**src/rtl/dtc_pkg.sv**
```systemverilog
// Constants shared by the dual timer/counter block.
// Assumes a single 20 MHz timer clock and APB register access.
package dtc_pkg;

  // ==========================================================
  // Clocking
  localparam int unsigned CLK_HZ      = 20_000_000;
  localparam int unsigned PER_DIV     = 6;
  localparam logic [2:0]  DIV_LAST    = 3'(PER_DIV - 1);
  localparam int unsigned PIN_N       = 2;

  // ==========================================================
  // Register indices; byte address is four times the index
  localparam logic [7:0]  IDX_CTRL    = 8'h88;
  localparam logic [7:0]  IDX_MODE    = 8'h89;
  localparam logic [7:0]  IDX_TL0     = 8'h8a;
  localparam logic [7:0]  IDX_TL1     = 8'h8b;
  localparam logic [7:0]  IDX_TH0     = 8'h8c;
  localparam logic [7:0]  IDX_TH1     = 8'h8d;
  localparam logic [7:0]  IDX_IEN     = 8'h8e;
  localparam int unsigned ADDR_W      = 12;
  localparam logic [1:0]  ADDR_LSB    = 2'h0;
  localparam logic [1:0]  ADDR_TOP    = 2'h0;

  // ==========================================================
  // timer_control_status fields
  localparam int unsigned CT_TF1      = 7;
  localparam int unsigned CT_TR1      = 6;
  localparam int unsigned CT_TF0      = 5;
  localparam int unsigned CT_TR0      = 4;
  localparam int unsigned CT_IE1      = 3;
  localparam int unsigned CT_IT1      = 2;
  localparam int unsigned CT_IE0      = 1;
  localparam int unsigned CT_IT0      = 0;

  // timer_mode_select fields
  localparam int unsigned MD_PIN_GATING_ONE    = 7;
  localparam int unsigned MD_SRC1     = 6;
  localparam int unsigned MD_HI1      = 5;
  localparam int unsigned MD_LO1      = 4;
  localparam int unsigned MD_PIN_GATING_ZERO    = 3;
  localparam int unsigned MD_SRC0     = 2;
  localparam int unsigned MD_HI0      = 1;
  localparam int unsigned MD_LO0      = 0;

  // irq_enable_register fields
  localparam int unsigned IEN_GLOBAL  = 7;
  localparam int unsigned IEN_T1      = 3;
  localparam int unsigned IEN_T0      = 1;

  // ==========================================================
  // Operating modes
  localparam logic [1:0]  MODE_13BIT  = 2'h0;
  localparam logic [1:0]  MODE_16BIT  = 2'h1;
  localparam logic [1:0]  MODE_RELOAD = 2'h2;
  localparam logic [1:0]  MODE_SPLIT  = 2'h3;

  localparam logic [7:0]  RST_BYTE    = 8'h00;
  localparam logic [7:0]  BYTE_ONES   = 8'hff;
  localparam logic [7:0]  BYTE_ONE    = 8'h01;

endpackage

```
**src/rtl/dtc_pin_if.sv**
```systemverilog
// Pin samples passed from the pin sampler to the timer core.
// Assumes both ends run on the same clock.
`timescale 1ns/1ps
interface dtc_pin_if;
  logic                       tick;
  logic [dtc_pkg::PIN_N-1:0]  gate_lvl;
  logic [dtc_pkg::PIN_N-1:0]  gate_fall;
  logic [dtc_pkg::PIN_N-1:0]  cnt_fall;

  modport sampler (
    input  tick,
    output gate_lvl,
    output gate_fall,
    output cnt_fall
  );
  modport core (
    output tick,
    input  gate_lvl,
    input  gate_fall,
    input  cnt_fall
  );
endinterface

```
**src/rtl/dtc_pin_sampler.sv**
```systemverilog
// Synchronises the count and external interrupt pins and samples
// them once per peripheral cycle. Assumes tick is a one-cycle pulse.
`timescale 1ns/1ps
module dtc_pin_sampler (
  input  wire logic                      i_clk,
  input  wire logic                      i_arst_n,
  input  wire logic [dtc_pkg::PIN_N-1:0] i_cnt_pin,
  input  wire logic [dtc_pkg::PIN_N-1:0] i_gate_pin,
  dtc_pin_if.sampler                     pins
);

  // ==========================================================
  // Two-stage synchronisers
  logic [2*dtc_pkg::PIN_N-1:0] meta_q;
  logic [2*dtc_pkg::PIN_N-1:0] sync_q;
  logic [2*dtc_pkg::PIN_N-1:0] smp_q;
  logic [2*dtc_pkg::PIN_N-1:0] fall_q;
  logic [2*dtc_pkg::PIN_N-1:0] fall_d;

  always_ff @(posedge i_clk or negedge i_arst_n) begin
    if (!i_arst_n) begin
      meta_q <= '0;
      sync_q <= '0;
    end else begin
      meta_q <= {i_gate_pin, i_cnt_pin};
      sync_q <= meta_q;
    end
  end

  // ==========================================================
  // Per-cycle sample: high then low gives one falling event
  assign fall_d = pins.tick ? (smp_q & ~sync_q) : '0;

  always_ff @(posedge i_clk or negedge i_arst_n) begin
    if (!i_arst_n) begin
      smp_q  <= '0;
      fall_q <= '0;
    end else begin
      fall_q <= fall_d;
      if (pins.tick) begin
        smp_q <= sync_q;
      end
    end
  end

  assign pins.cnt_fall  = fall_q[dtc_pkg::PIN_N-1:0];
  assign pins.gate_fall = fall_q[2*dtc_pkg::PIN_N-1:dtc_pkg::PIN_N];
  assign pins.gate_lvl  = smp_q[2*dtc_pkg::PIN_N-1:dtc_pkg::PIN_N];

endmodule

```
**src/rtl/dtc_timer.sv**
```systemverilog
// Dual timer/counter with an APB register slave.
// Assumes an interrupt controller that pulses the vector acks and a
// serial port that consumes the baud tick.
//
// Overview of operation
// - Gate clear: low byte advances on selected input only while run set, or for timer 1 while timer 0 is split.
// - Gate and run set: the external interrupt pin decides counting.
// - Gated timer counts while its pin is high and run is set.
// - Rollover from all ones sets the overflow flag, raising a request.
// - Control bits sit at fixed positions of timer_control_status.
// - Two-bit mode field selects 13-bit, 16-bit, reload or split mode.
// - Mode 0: five low bits prescale by 32 into the high byte.
// - Mode 0: upper three low-byte bits are unused and hold.
// - Mode 1: high and low bytes cascade as a 16-bit counter.
// - Mode 2: low byte overflows, reloads from unchanged high byte.
// - Mode 2: a new reload value is used at the next overflow.
// - Timer operation advances once every six clock periods.
// - Timer 0 split: low byte is a normal 8-bit timer/counter.
// - Timer 0 split: high byte times, run by and flagging timer 1.
// - Timer 1 matches timer 0 in modes 0-2; mode 3 holds.
// - Timer 1 overflow is offered to the serial port as baud tick.
// - Vectoring to a timer interrupt clears its overflow flag.
// - Timer interrupt needs its own enable and the global enable.
// - Count pin is sampled per cycle; high then low counts once.
`timescale 1ns/1ps
module dtc_timer (
  input  wire logic                        i_clk,
  input  wire logic                        i_arst_n,
  // APB slave
  input  wire logic                        i_psel,
  input  wire logic                        i_penable,
  input  wire logic                        i_pwrite,
  input  wire logic [dtc_pkg::ADDR_W-1:0]  i_paddr,
  input  wire logic [31:0]                 i_pwdata,
  output logic      [31:0]                 o_prdata,
  output logic                             o_pready,
  output logic                             o_pslverr,
  // Pins
  input  wire logic                        i_count_pin_zero,
  input  wire logic                        i_count_pin_one,
  input  wire logic                        i_ext_irq_pin_zero,
  input  wire logic                        i_ext_irq_pin_one,
  // Interrupt controller
  input  wire logic                        i_vector_ack_timer_zero,
  input  wire logic                        i_vector_ack_timer_one,
  input  wire logic                        i_vector_ack_ext_zero,
  input  wire logic                        i_vector_ack_ext_one,
  output logic                             o_timer_irq_zero,
  output logic                             o_timer_irq_one,
  output logic                             o_ext_irq_zero,
  output logic                             o_ext_irq_one,
  // Serial port
  output logic                             o_baud_tick
);

  // ==========================================================
  // One counting step of a timer: returns {overflow, high, low}
  function automatic logic [16:0] tmr_step(
    input logic [1:0] mode,
    input logic [7:0] hi,
    input logic [7:0] lo,
    input logic       inc
  );
    logic [5:0]  pre;
    logic [8:0]  hi9;
    logic [8:0]  lo9;
    logic [16:0] w17;
    logic [16:0] r;
    pre = {1'h0, lo[4:0]} + 6'h01;
    hi9 = {1'h0, hi} + 9'h001;
    lo9 = {1'h0, lo} + 9'h001;
    w17 = {1'h0, hi, lo} + 17'h00001;
    r   = {1'h0, hi, lo};
    if (inc) begin
      case (mode)
        dtc_pkg::MODE_13BIT: begin
          // Upper three low bits keep their value
          if (pre[5]) begin
            r = {hi9[8], hi9[7:0], lo[7:5], pre[4:0]};
          end else begin
            r = {1'h0, hi, lo[7:5], pre[4:0]};
          end
        end
        dtc_pkg::MODE_16BIT: begin
          r = w17;
        end
        dtc_pkg::MODE_RELOAD: begin
          if (lo9[8]) begin
            r = {1'h1, hi, hi};
          end else begin
            r = {1'h0, hi, lo9[7:0]};
          end
        end
        default: begin
          r = {lo9[8], hi, lo9[7:0]};
        end
      endcase
    end
    return r;
  endfunction

  // ==========================================================
  // Peripheral cycle divider
  logic [2:0] div_q;
  logic       tick;

  assign tick = (div_q == dtc_pkg::DIV_LAST);

  always_ff @(posedge i_clk or negedge i_arst_n) begin
    if (!i_arst_n) begin
      div_q <= '0;
    end else if (tick) begin
      div_q <= '0;
    end else begin
      div_q <= div_q + 3'h1;
    end
  end

  // ==========================================================
  // Pin sampling
  dtc_pin_if pin_bus ();

  assign pin_bus.tick = tick;

  dtc_pin_sampler u_sampler (
    .i_clk      (i_clk),
    .i_arst_n   (i_arst_n),
    .i_cnt_pin  ({i_count_pin_one, i_count_pin_zero}),
    .i_gate_pin ({i_ext_irq_pin_one, i_ext_irq_pin_zero}),
    .pins       (pin_bus.sampler)
  );

  // ==========================================================
  // Registers
  logic [7:0] mode_q;
  logic [7:0] low_count_zero_q;
  logic [7:0] high_count_zero_q;
  logic [7:0] low_count_one_q;
  logic [7:0] high_count_one_q;
  logic [1:0] ovf_q;
  logic [1:0] run_q;
  logic [1:0] edge_q;
  logic [1:0] trig_q;
  logic [2:0] ien_q;
  logic       baud_q;
  logic [31:0] prdata_q;

  // ==========================================================
  // APB decode
  logic [7:0]  idx;
  logic        addr_ok;
  logic        hit_ctrl;
  logic        hit_mode;
  logic        hit_tl0;
  logic        hit_tl1;
  logic        hit_th0;
  logic        hit_th1;
  logic        hit_ien;
  logic        hit_any;
  logic        wr;
  logic        rd_setup;
  logic [7:0]  wdat;
  logic [7:0]  ctrl_rd;
  logic [7:0]  ien_rd;
  logic [7:0]  rd_mux;

  assign idx      = i_paddr[9:2];
  assign addr_ok  = (i_paddr[1:0] == dtc_pkg::ADDR_LSB) &&
                    (i_paddr[11:10] == dtc_pkg::ADDR_TOP);
  assign hit_ctrl = addr_ok && (idx == dtc_pkg::IDX_CTRL);
  assign hit_mode = addr_ok && (idx == dtc_pkg::IDX_MODE);
  assign hit_tl0  = addr_ok && (idx == dtc_pkg::IDX_TL0);
  assign hit_tl1  = addr_ok && (idx == dtc_pkg::IDX_TL1);
  assign hit_th0  = addr_ok && (idx == dtc_pkg::IDX_TH0);
  assign hit_th1  = addr_ok && (idx == dtc_pkg::IDX_TH1);
  assign hit_ien  = addr_ok && (idx == dtc_pkg::IDX_IEN);
  assign hit_any  = hit_ctrl | hit_mode | hit_tl0 | hit_tl1 |
                    hit_th0 | hit_th1 | hit_ien;
  assign wr       = i_psel & i_penable & i_pwrite & hit_any;
  assign rd_setup = i_psel & ~i_penable & ~i_pwrite;
  assign wdat     = i_pwdata[7:0];

  assign ctrl_rd  = {ovf_q[1], run_q[1], ovf_q[0], run_q[0],
                     edge_q[1], trig_q[1], edge_q[0], trig_q[0]};
  assign ien_rd   = {ien_q[2], 3'h0, ien_q[1], 1'h0, ien_q[0], 1'h0};
  assign rd_mux   = hit_ctrl ? ctrl_rd :
                    hit_mode ? mode_q :
                    hit_tl0  ? low_count_zero_q :
                    hit_tl1  ? low_count_one_q :
                    hit_th0  ? high_count_zero_q :
                    hit_th1  ? high_count_one_q :
                    hit_ien  ? ien_rd : dtc_pkg::RST_BYTE;

  // Zero wait states; read data is latched in the setup cycle
  assign o_pready  = 1'h1;
  assign o_pslverr = i_psel & i_penable & ~hit_any;
  assign o_prdata  = prdata_q;

  always_ff @(posedge i_clk or negedge i_arst_n) begin
    if (!i_arst_n) begin
      prdata_q <= '0;
    end else if (rd_setup) begin
      prdata_q <= {24'h000000, rd_mux};
    end
  end

  // ==========================================================
  // Count enables
  logic [1:0]  mode0;
  logic [1:0]  mode1;
  logic        split0;
  logic        run1;
  logic        en0;
  logic        en1;
  logic        inc0;
  logic        inc1;
  logic        inc_hi0;
  logic        ovf_hi0;
  logic [16:0] step0;
  logic [16:0] step1;
  logic [1:0]  ovf_set;

  assign mode0  = {mode_q[dtc_pkg::MD_HI0], mode_q[dtc_pkg::MD_LO0]};
  assign mode1  = {mode_q[dtc_pkg::MD_HI1], mode_q[dtc_pkg::MD_LO1]};
  assign split0 = (mode0 == dtc_pkg::MODE_SPLIT);

  // Gate bit lets the sampled interrupt pin hold the count
  assign en0 = run_q[0] &
               (~mode_q[dtc_pkg::MD_PIN_GATING_ZERO] |
                pin_bus.gate_lvl[0]);
  assign inc0 = en0 & (mode_q[dtc_pkg::MD_SRC0] ?
                       pin_bus.cnt_fall[0] : tick);
  assign step0 = tmr_step(mode0, high_count_zero_q, low_count_zero_q,
                          inc0);

  // High byte of a split timer 0 borrows timer 1 run control
  assign inc_hi0 = split0 & run_q[1] & tick;
  assign ovf_hi0 = inc_hi0 & (high_count_zero_q == dtc_pkg::BYTE_ONES);

  // Timer 1 loses its run bit to a split timer 0 and runs freely
  assign run1 = split0 | run_q[1];
  assign en1  = run1 & (~mode_q[dtc_pkg::MD_PIN_GATING_ONE] |
                        pin_bus.gate_lvl[1]);
  assign inc1 = en1 & (mode1 != dtc_pkg::MODE_SPLIT) &
                (mode_q[dtc_pkg::MD_SRC1] ?
                 pin_bus.cnt_fall[1] : tick);
  assign step1 = tmr_step(mode1, high_count_one_q, low_count_one_q,
                          inc1);

  assign ovf_set[0] = step0[16];
  assign ovf_set[1] = split0 ? ovf_hi0 : step1[16];

  // ==========================================================
  // Count bytes; a bus write wins over the hardware step
  always_ff @(posedge i_clk or negedge i_arst_n) begin
    if (!i_arst_n) begin
      low_count_zero_q  <= dtc_pkg::RST_BYTE;
      high_count_zero_q <= dtc_pkg::RST_BYTE;
      low_count_one_q   <= dtc_pkg::RST_BYTE;
      high_count_one_q  <= dtc_pkg::RST_BYTE;
    end else begin
      low_count_zero_q <= (wr & hit_tl0) ? wdat : step0[7:0];
      // Split mode: high byte steps on its own tick, not on step0
      if (wr & hit_th0) begin
        high_count_zero_q <= wdat;
      end else if (split0) begin
        if (inc_hi0) begin
          high_count_zero_q <= high_count_zero_q +
                               dtc_pkg::BYTE_ONE;
        end
      end else begin
        high_count_zero_q <= step0[15:8];
      end
      low_count_one_q  <= (wr & hit_tl1) ? wdat : step1[7:0];
      high_count_one_q <= (wr & hit_th1) ? wdat : step1[15:8];
    end
  end

  // ==========================================================
  // Control, flags and mode; hardware set beats any clear
  logic [1:0] ovf_d;
  logic [1:0] edge_d;
  logic [1:0] ovf_wbit;
  logic [1:0] edge_wbit;
  logic [1:0] ovf_ack;
  logic [1:0] edge_ack;
  logic       wr_ctrl;

  assign wr_ctrl   = wr & hit_ctrl;
  assign ovf_wbit  = {wdat[dtc_pkg::CT_TF1], wdat[dtc_pkg::CT_TF0]};
  assign edge_wbit = {wdat[dtc_pkg::CT_IE1], wdat[dtc_pkg::CT_IE0]};
  assign ovf_ack   = {i_vector_ack_timer_one, i_vector_ack_timer_zero};
  assign edge_ack  = {i_vector_ack_ext_one, i_vector_ack_ext_zero};

  assign ovf_d = ovf_set |
                 (wr_ctrl ? ovf_wbit : (ovf_q & ~ovf_ack));

  // Level type follows the pin; edge type latches a falling edge
  assign edge_d = (~trig_q & ~pin_bus.gate_lvl) |
                  (trig_q & (pin_bus.gate_fall |
                   (wr_ctrl ? edge_wbit : (edge_q & ~edge_ack))));

  always_ff @(posedge i_clk or negedge i_arst_n) begin
    if (!i_arst_n) begin
      ovf_q  <= '0;
      run_q  <= '0;
      edge_q <= '0;
      trig_q <= '0;
      mode_q <= dtc_pkg::RST_BYTE;
      ien_q  <= '0;
      baud_q <= 1'h0;
    end else begin
      ovf_q  <= ovf_d;
      edge_q <= edge_d;
      baud_q <= step1[16];
      if (wr_ctrl) begin
        run_q  <= {wdat[dtc_pkg::CT_TR1], wdat[dtc_pkg::CT_TR0]};
        trig_q <= {wdat[dtc_pkg::CT_IT1], wdat[dtc_pkg::CT_IT0]};
      end
      if (wr & hit_mode) begin
        mode_q <= wdat;
      end
      if (wr & hit_ien) begin
        ien_q <= {wdat[dtc_pkg::IEN_GLOBAL], wdat[dtc_pkg::IEN_T1],
                  wdat[dtc_pkg::IEN_T0]};
      end
    end
  end

  // ==========================================================
  // Interrupt requests
  assign o_timer_irq_zero = ovf_q[0] & ien_q[0] & ien_q[2];
  assign o_timer_irq_one  = ovf_q[1] & ien_q[1] & ien_q[2];
  assign o_ext_irq_zero   = edge_q[0];
  assign o_ext_irq_one    = edge_q[1];
  assign o_baud_tick      = baud_q;

endmodule

```
**config.mk**
```make
export PLATFORM = sky130hd
export DESIGN_NAME = dtc_timer
export DESIGN_NICKNAME = d
export VERILOG_FILES = /design/src/rtl/dtc_pkg.sv /design/src/rtl/dtc_pin_if.sv /design/src/rtl/dtc_pin_sampler.sv /design/src/rtl/dtc_timer.sv
export SDC_FILE = /design/constraint.sdc
export NUM_CORES = 1
export LEC_CHECK = 0
export BUFFER_PORTS_ARGS = -buffer_cell sky130_fd_sc_hd__buf_2
export CORE_MARGIN = 10
export CORE_UTILIZATION = 50
export DETAILED_ROUTE_END_ITERATION = 6
export GPL_ROUTABILITY_DRIVEN = 1
export PLACE_DENSITY = 0.73
export SLEW_MARGIN = 20
export SYNTH_ARGS = -nofsm -noshare
export SYNTH_HDL_FRONTEND = slang
export SYNTH_HIERARCHICAL = 1
export SYNTH_SLANG_ARGS = --single-unit
```
**constraint.sdc**
```tcl
create_clock -name i_clk -period 2.1 [get_ports i_clk]
set_input_delay 0.525 -clock i_clk [delete_from_list [all_inputs] [get_ports i_clk]]
set_output_delay 0.525 -clock i_clk [all_outputs]
set_load 0.02 [all_outputs]
```
==> impl_metrics.py <==
metrics = {
    "floorplan": {
        "start_util_pct": 51.6,
        "die_h_um": 124,
        "die_w_um": 124,
        "core_area_um2": 10400,
        "pin_count": 96,
        "dieArea_um2": 15300,
        "row_count": 37,
    },
    "route": {
        "met1_length_um": 6940,
        "viasPerCell": 6.09,
        "met2_length_um": 8020,
        "maxUsedRoutingLayer": "met4",
        "ant_nets": 0,
        "wl_per_cell_um": 20.6,
        "met3_length_um": 1220,
        "dr.pass1.iters": 5,
        "drc": 0,
        "vias": 4922,
        "drt_iter0_drc": 383,
        "totalWireLength_um": 16700,
    },
    "yosys": {
        "synth_edf_count": 0,
        "synth_top_cell_by_area": "dfrtp_1",
        "netlist.area_leader.share_pct": 36.8,
        "yosysWarnings": 6,
        "synth_area_leaders": "dfrtp_1 (37%), nand2_1 (5.0%), mux2i_1 (4.1%), buf_4 (3.8%), o21ai_0 (3.4%)",
        "synth_most_common_cell": "dfrtp_1",
        "ys_async_sr_fraction_pct": 100,
        "syn-cell-area_um2": 5370,
        "ys.flop_type": "dfrtp_1",
        "syn_area_per_cell_um2": 9.31,
        "ys_ff_latch": 79,
        "ys_seq_area_share_pct": 36.8,
        "syn_inst": 577,
        "synth_common_cells": "dfrtp_1 (79), nand2_1 (71), o21ai_0 (36), nor2_1 (33), a21oi_1 (29)",
        "synth_cell_types": 86,
    },
    "clocking": {
        "htreeDepth": 3,
        "cts_sinks": 79,
        "cts_tree": "built",
        "clk_latency_ns": 0.35,
        "cts_max_path_buffers": 2,
        "clockRootBuffer": "clkbuf_8",
        "clk_pin_slew_worst_paths_ns": 0.10,
        "cts_buffers": 9,
        "postCtsHoldBufs": 0,
    },
    "run": {
        "drv_cap": 0,
    },
    "cells_and_area": {
        "regArea_um2": 1980,
        "synthToLayoutAreaGrowth_pct": 17.2,
        "multi_input_area_um2": 3130,
        "antennaDiodeCount": 0,
        "fillCellCount": 929,
        "drive_above_1_share_pct": 30.2,
        "utilization_pct": 60.4,
        "finish.net_count": 733,
    },
    "critical_path": {
        "slowest_stage": "dfrtp_1",
        "worstReg2RegEnd": "high_count_one_q[5]$_DFFE_PN0P_",
        "r2r_setup_slack_ns": -0.05,
        "r2r_cells": 8,
        "crit_type": "reg2reg",
        "crit_chain": "ha_2 > nor2_4 > a2111oi_4 > buf_4 > nand2_4 > nor4b_4 > a31oi_2 > o31ai_2",
        "r2r_start": "mode_q[1]$_DFFE_PN0P_",
        "worstSetupStartpointType": "register",
        "crit_fanout": 4,
        "arrival_ns": 2.42,
        "cp_num_buf_inv": 1,
        "cp.required_ns": 2.37,
        "critPathCaptureType": "register",
        "crit_family": "compound AO/OA/AOI/OAI gates",
        "critical-path-max-stage-delay_ns": 0.42,
    },
    "global_route": {
        "grt_max_degree": 39,
        "grt-ovfl-total": 0,
        "grt_pass1_vias": 4894,
        "gr-usage-all-layers_pct": 21.6,
        "grt_pass1_wl_um": 26100,
        "grt_antenna_before_repair": 0,
    },
    "place": {
        "dp_hpwl_um": 12600,
        "gp_congestion": 0.940,
        "io_buffers": 46,
    },
    "pwr": {
        "seq_power_share_pct": 46.3,
        "power_mw": 3.68,
        "power_frac_comb_pct": 22.5,
        "power_density_nw_per_um2": 585,
        "p_clk_share_pct": 31.2,
        "switching_power_mw": 1.29,
        "p_leak_nw": 2.81,
        "internal_power_mw": 2.39,
        "power_switching_share_pct": 35.1,
        "peakVddDrop_mv": 0.461,
    },
    "status": {
        "violations": "negative setup slack",
        "status": "complete, but fails checks",
    },
    "timing": {
        "finalCritPeriodShare_pct": 103,
        "max_slew_margin_pct": 61.2,
        "grt_setup_unrepaired": "true",
        "max_freq_mhz": 464,
        "finalHoldViolCount": 0,
        "period_needed_ns": 2.15,
        "setup_viol": 1,
        "slew_viol_final": 0,
        "skew_ns": 0.0132,
        "fin_ws_ns": -0.0529,
        "whs_ns": 0.158,
        "tightest_slew_ns": 0.582,
    },
    "hold_path": {
        "min_path_type": "in2async",
    },
}
==> sequential cells by signal (all words and copies together) (netlist names), 8 cells and up <==
register / flops
high_count_one_q: 8
high_count_zero_q: 8
low_count_one_q: 8
low_count_zero_q: 8
mode_q: 8
o_prdata: 8
==> repair_timing <==
| action | CTS | global route |
|---|---|---|
| buffers inserted | 3 | 4 |
| resized for setup | 2 | 19 |
| endpoints found under the setup margin | 2 | 15 |
| pin swaps | 1 | 8 |
==> placed cells by master (no fill, tap or decap), drive strengths merged, types with 6 or more instances in the layout <==
cell and count:
conb 25, nor2 35, o22ai 10, nor3 13
nand2 75, buf 110, a221oi 6, nor4 7
clkbuf 9, ha 9, a21oi 30, nand4 11
a31oi 7, nand3 16, o21ai 49, o31ai 6
and2 6, nand2b 7, dfrtp 79, inv 22
mux2 18, o211ai 8, mux2i 22, and3 12
==> kinds of logic (layout without fill, tap and decap cells) <==
kind of cell | count (synthesis) | in the layout | synth area share (%)
and+or+nand+nor | 204 | 204 | 21.6
AOI/OAI and AO/OA | 164 | 164 | 21.9
DFF | 79 | 79 | 36.8
buffers and inverters | 71 | 143 | 7.99
muxes | 40 | 40 | 8.15
adders and majority gates | 9 | 9 | 2.10
xor gates and xnor gates | 8 | 8 | 1.30
other | 2 | 25 | 0.140
==> power by group through the flow <==
stage / Sequential [mW] / Clock [mW] / Combinational, mW
floorplan: 1.73 / 0 / 0.535
global placement: 1.73 / 0 / 0.789
detailed placement: 1.73 / 0 / 0.812
CTS: 1.70 / 1.17 / 0.817
global route: 1.72 / 1.23 / 0.912
finish: 1.71 / 1.15 / 0.828
==> per-layer routing <==
| metal | global-route usage (%) | vias to the layer above |
|---|---|---|
| met5 | 0 | - |
| met4 | 8.30 | 0 |
| met3 | 4.39 | 43 |
| met2 | 34.9 | 232 |
| met1 | 27.8 | 2394 |
| li1 | - | 2253 |
==> area by class of cell <==
cell class                 instances  share of cell area, %
inverter                          17                   1.01
tap                              136                   2.70
clock inverter                     7                   1.19
timing repair buffer             110                   12.0
clock buffer                       9                   1.97
sequential                        79                   31.5
multi-input combinational        450                   49.7
==> stage by stage <==
step                      cell area [um2]  setup slack (ns)  instances  TNS [ns]
final                                6300           -0.0529        808   -0.0529
after global routing                 6300            -0.117        808    -0.379
after CTS                            6190            0.0149        804         0
after detailed placement             5970            -0.204        785     -3.14
after global placement               5970            -0.133        785     -1.57
after floorplan                      5460            0.0303        600         0
==> worst max path at each step <==
stage                                     start                         endpoint  cells after the start
final                     mode_q[1]$_DFFE_PN0P_  high_count_one_q[5]$_DFFE_PN0P_                      8
after global routing      mode_q[1]$_DFFE_PN0P_  high_count_one_q[5]$_DFFE_PN0P_                      8
after CTS                           i_paddr[10]                        o_pslverr                      5
after detailed placement            i_paddr[10]              edge_q[1]$_DFF_PN0_                      7
after global placement              i_paddr[10]              edge_q[1]$_DFF_PN0_                      7
after floorplan                      i_paddr[2]                        o_pslverr                      4
Power figures use the tool's default switching activity.
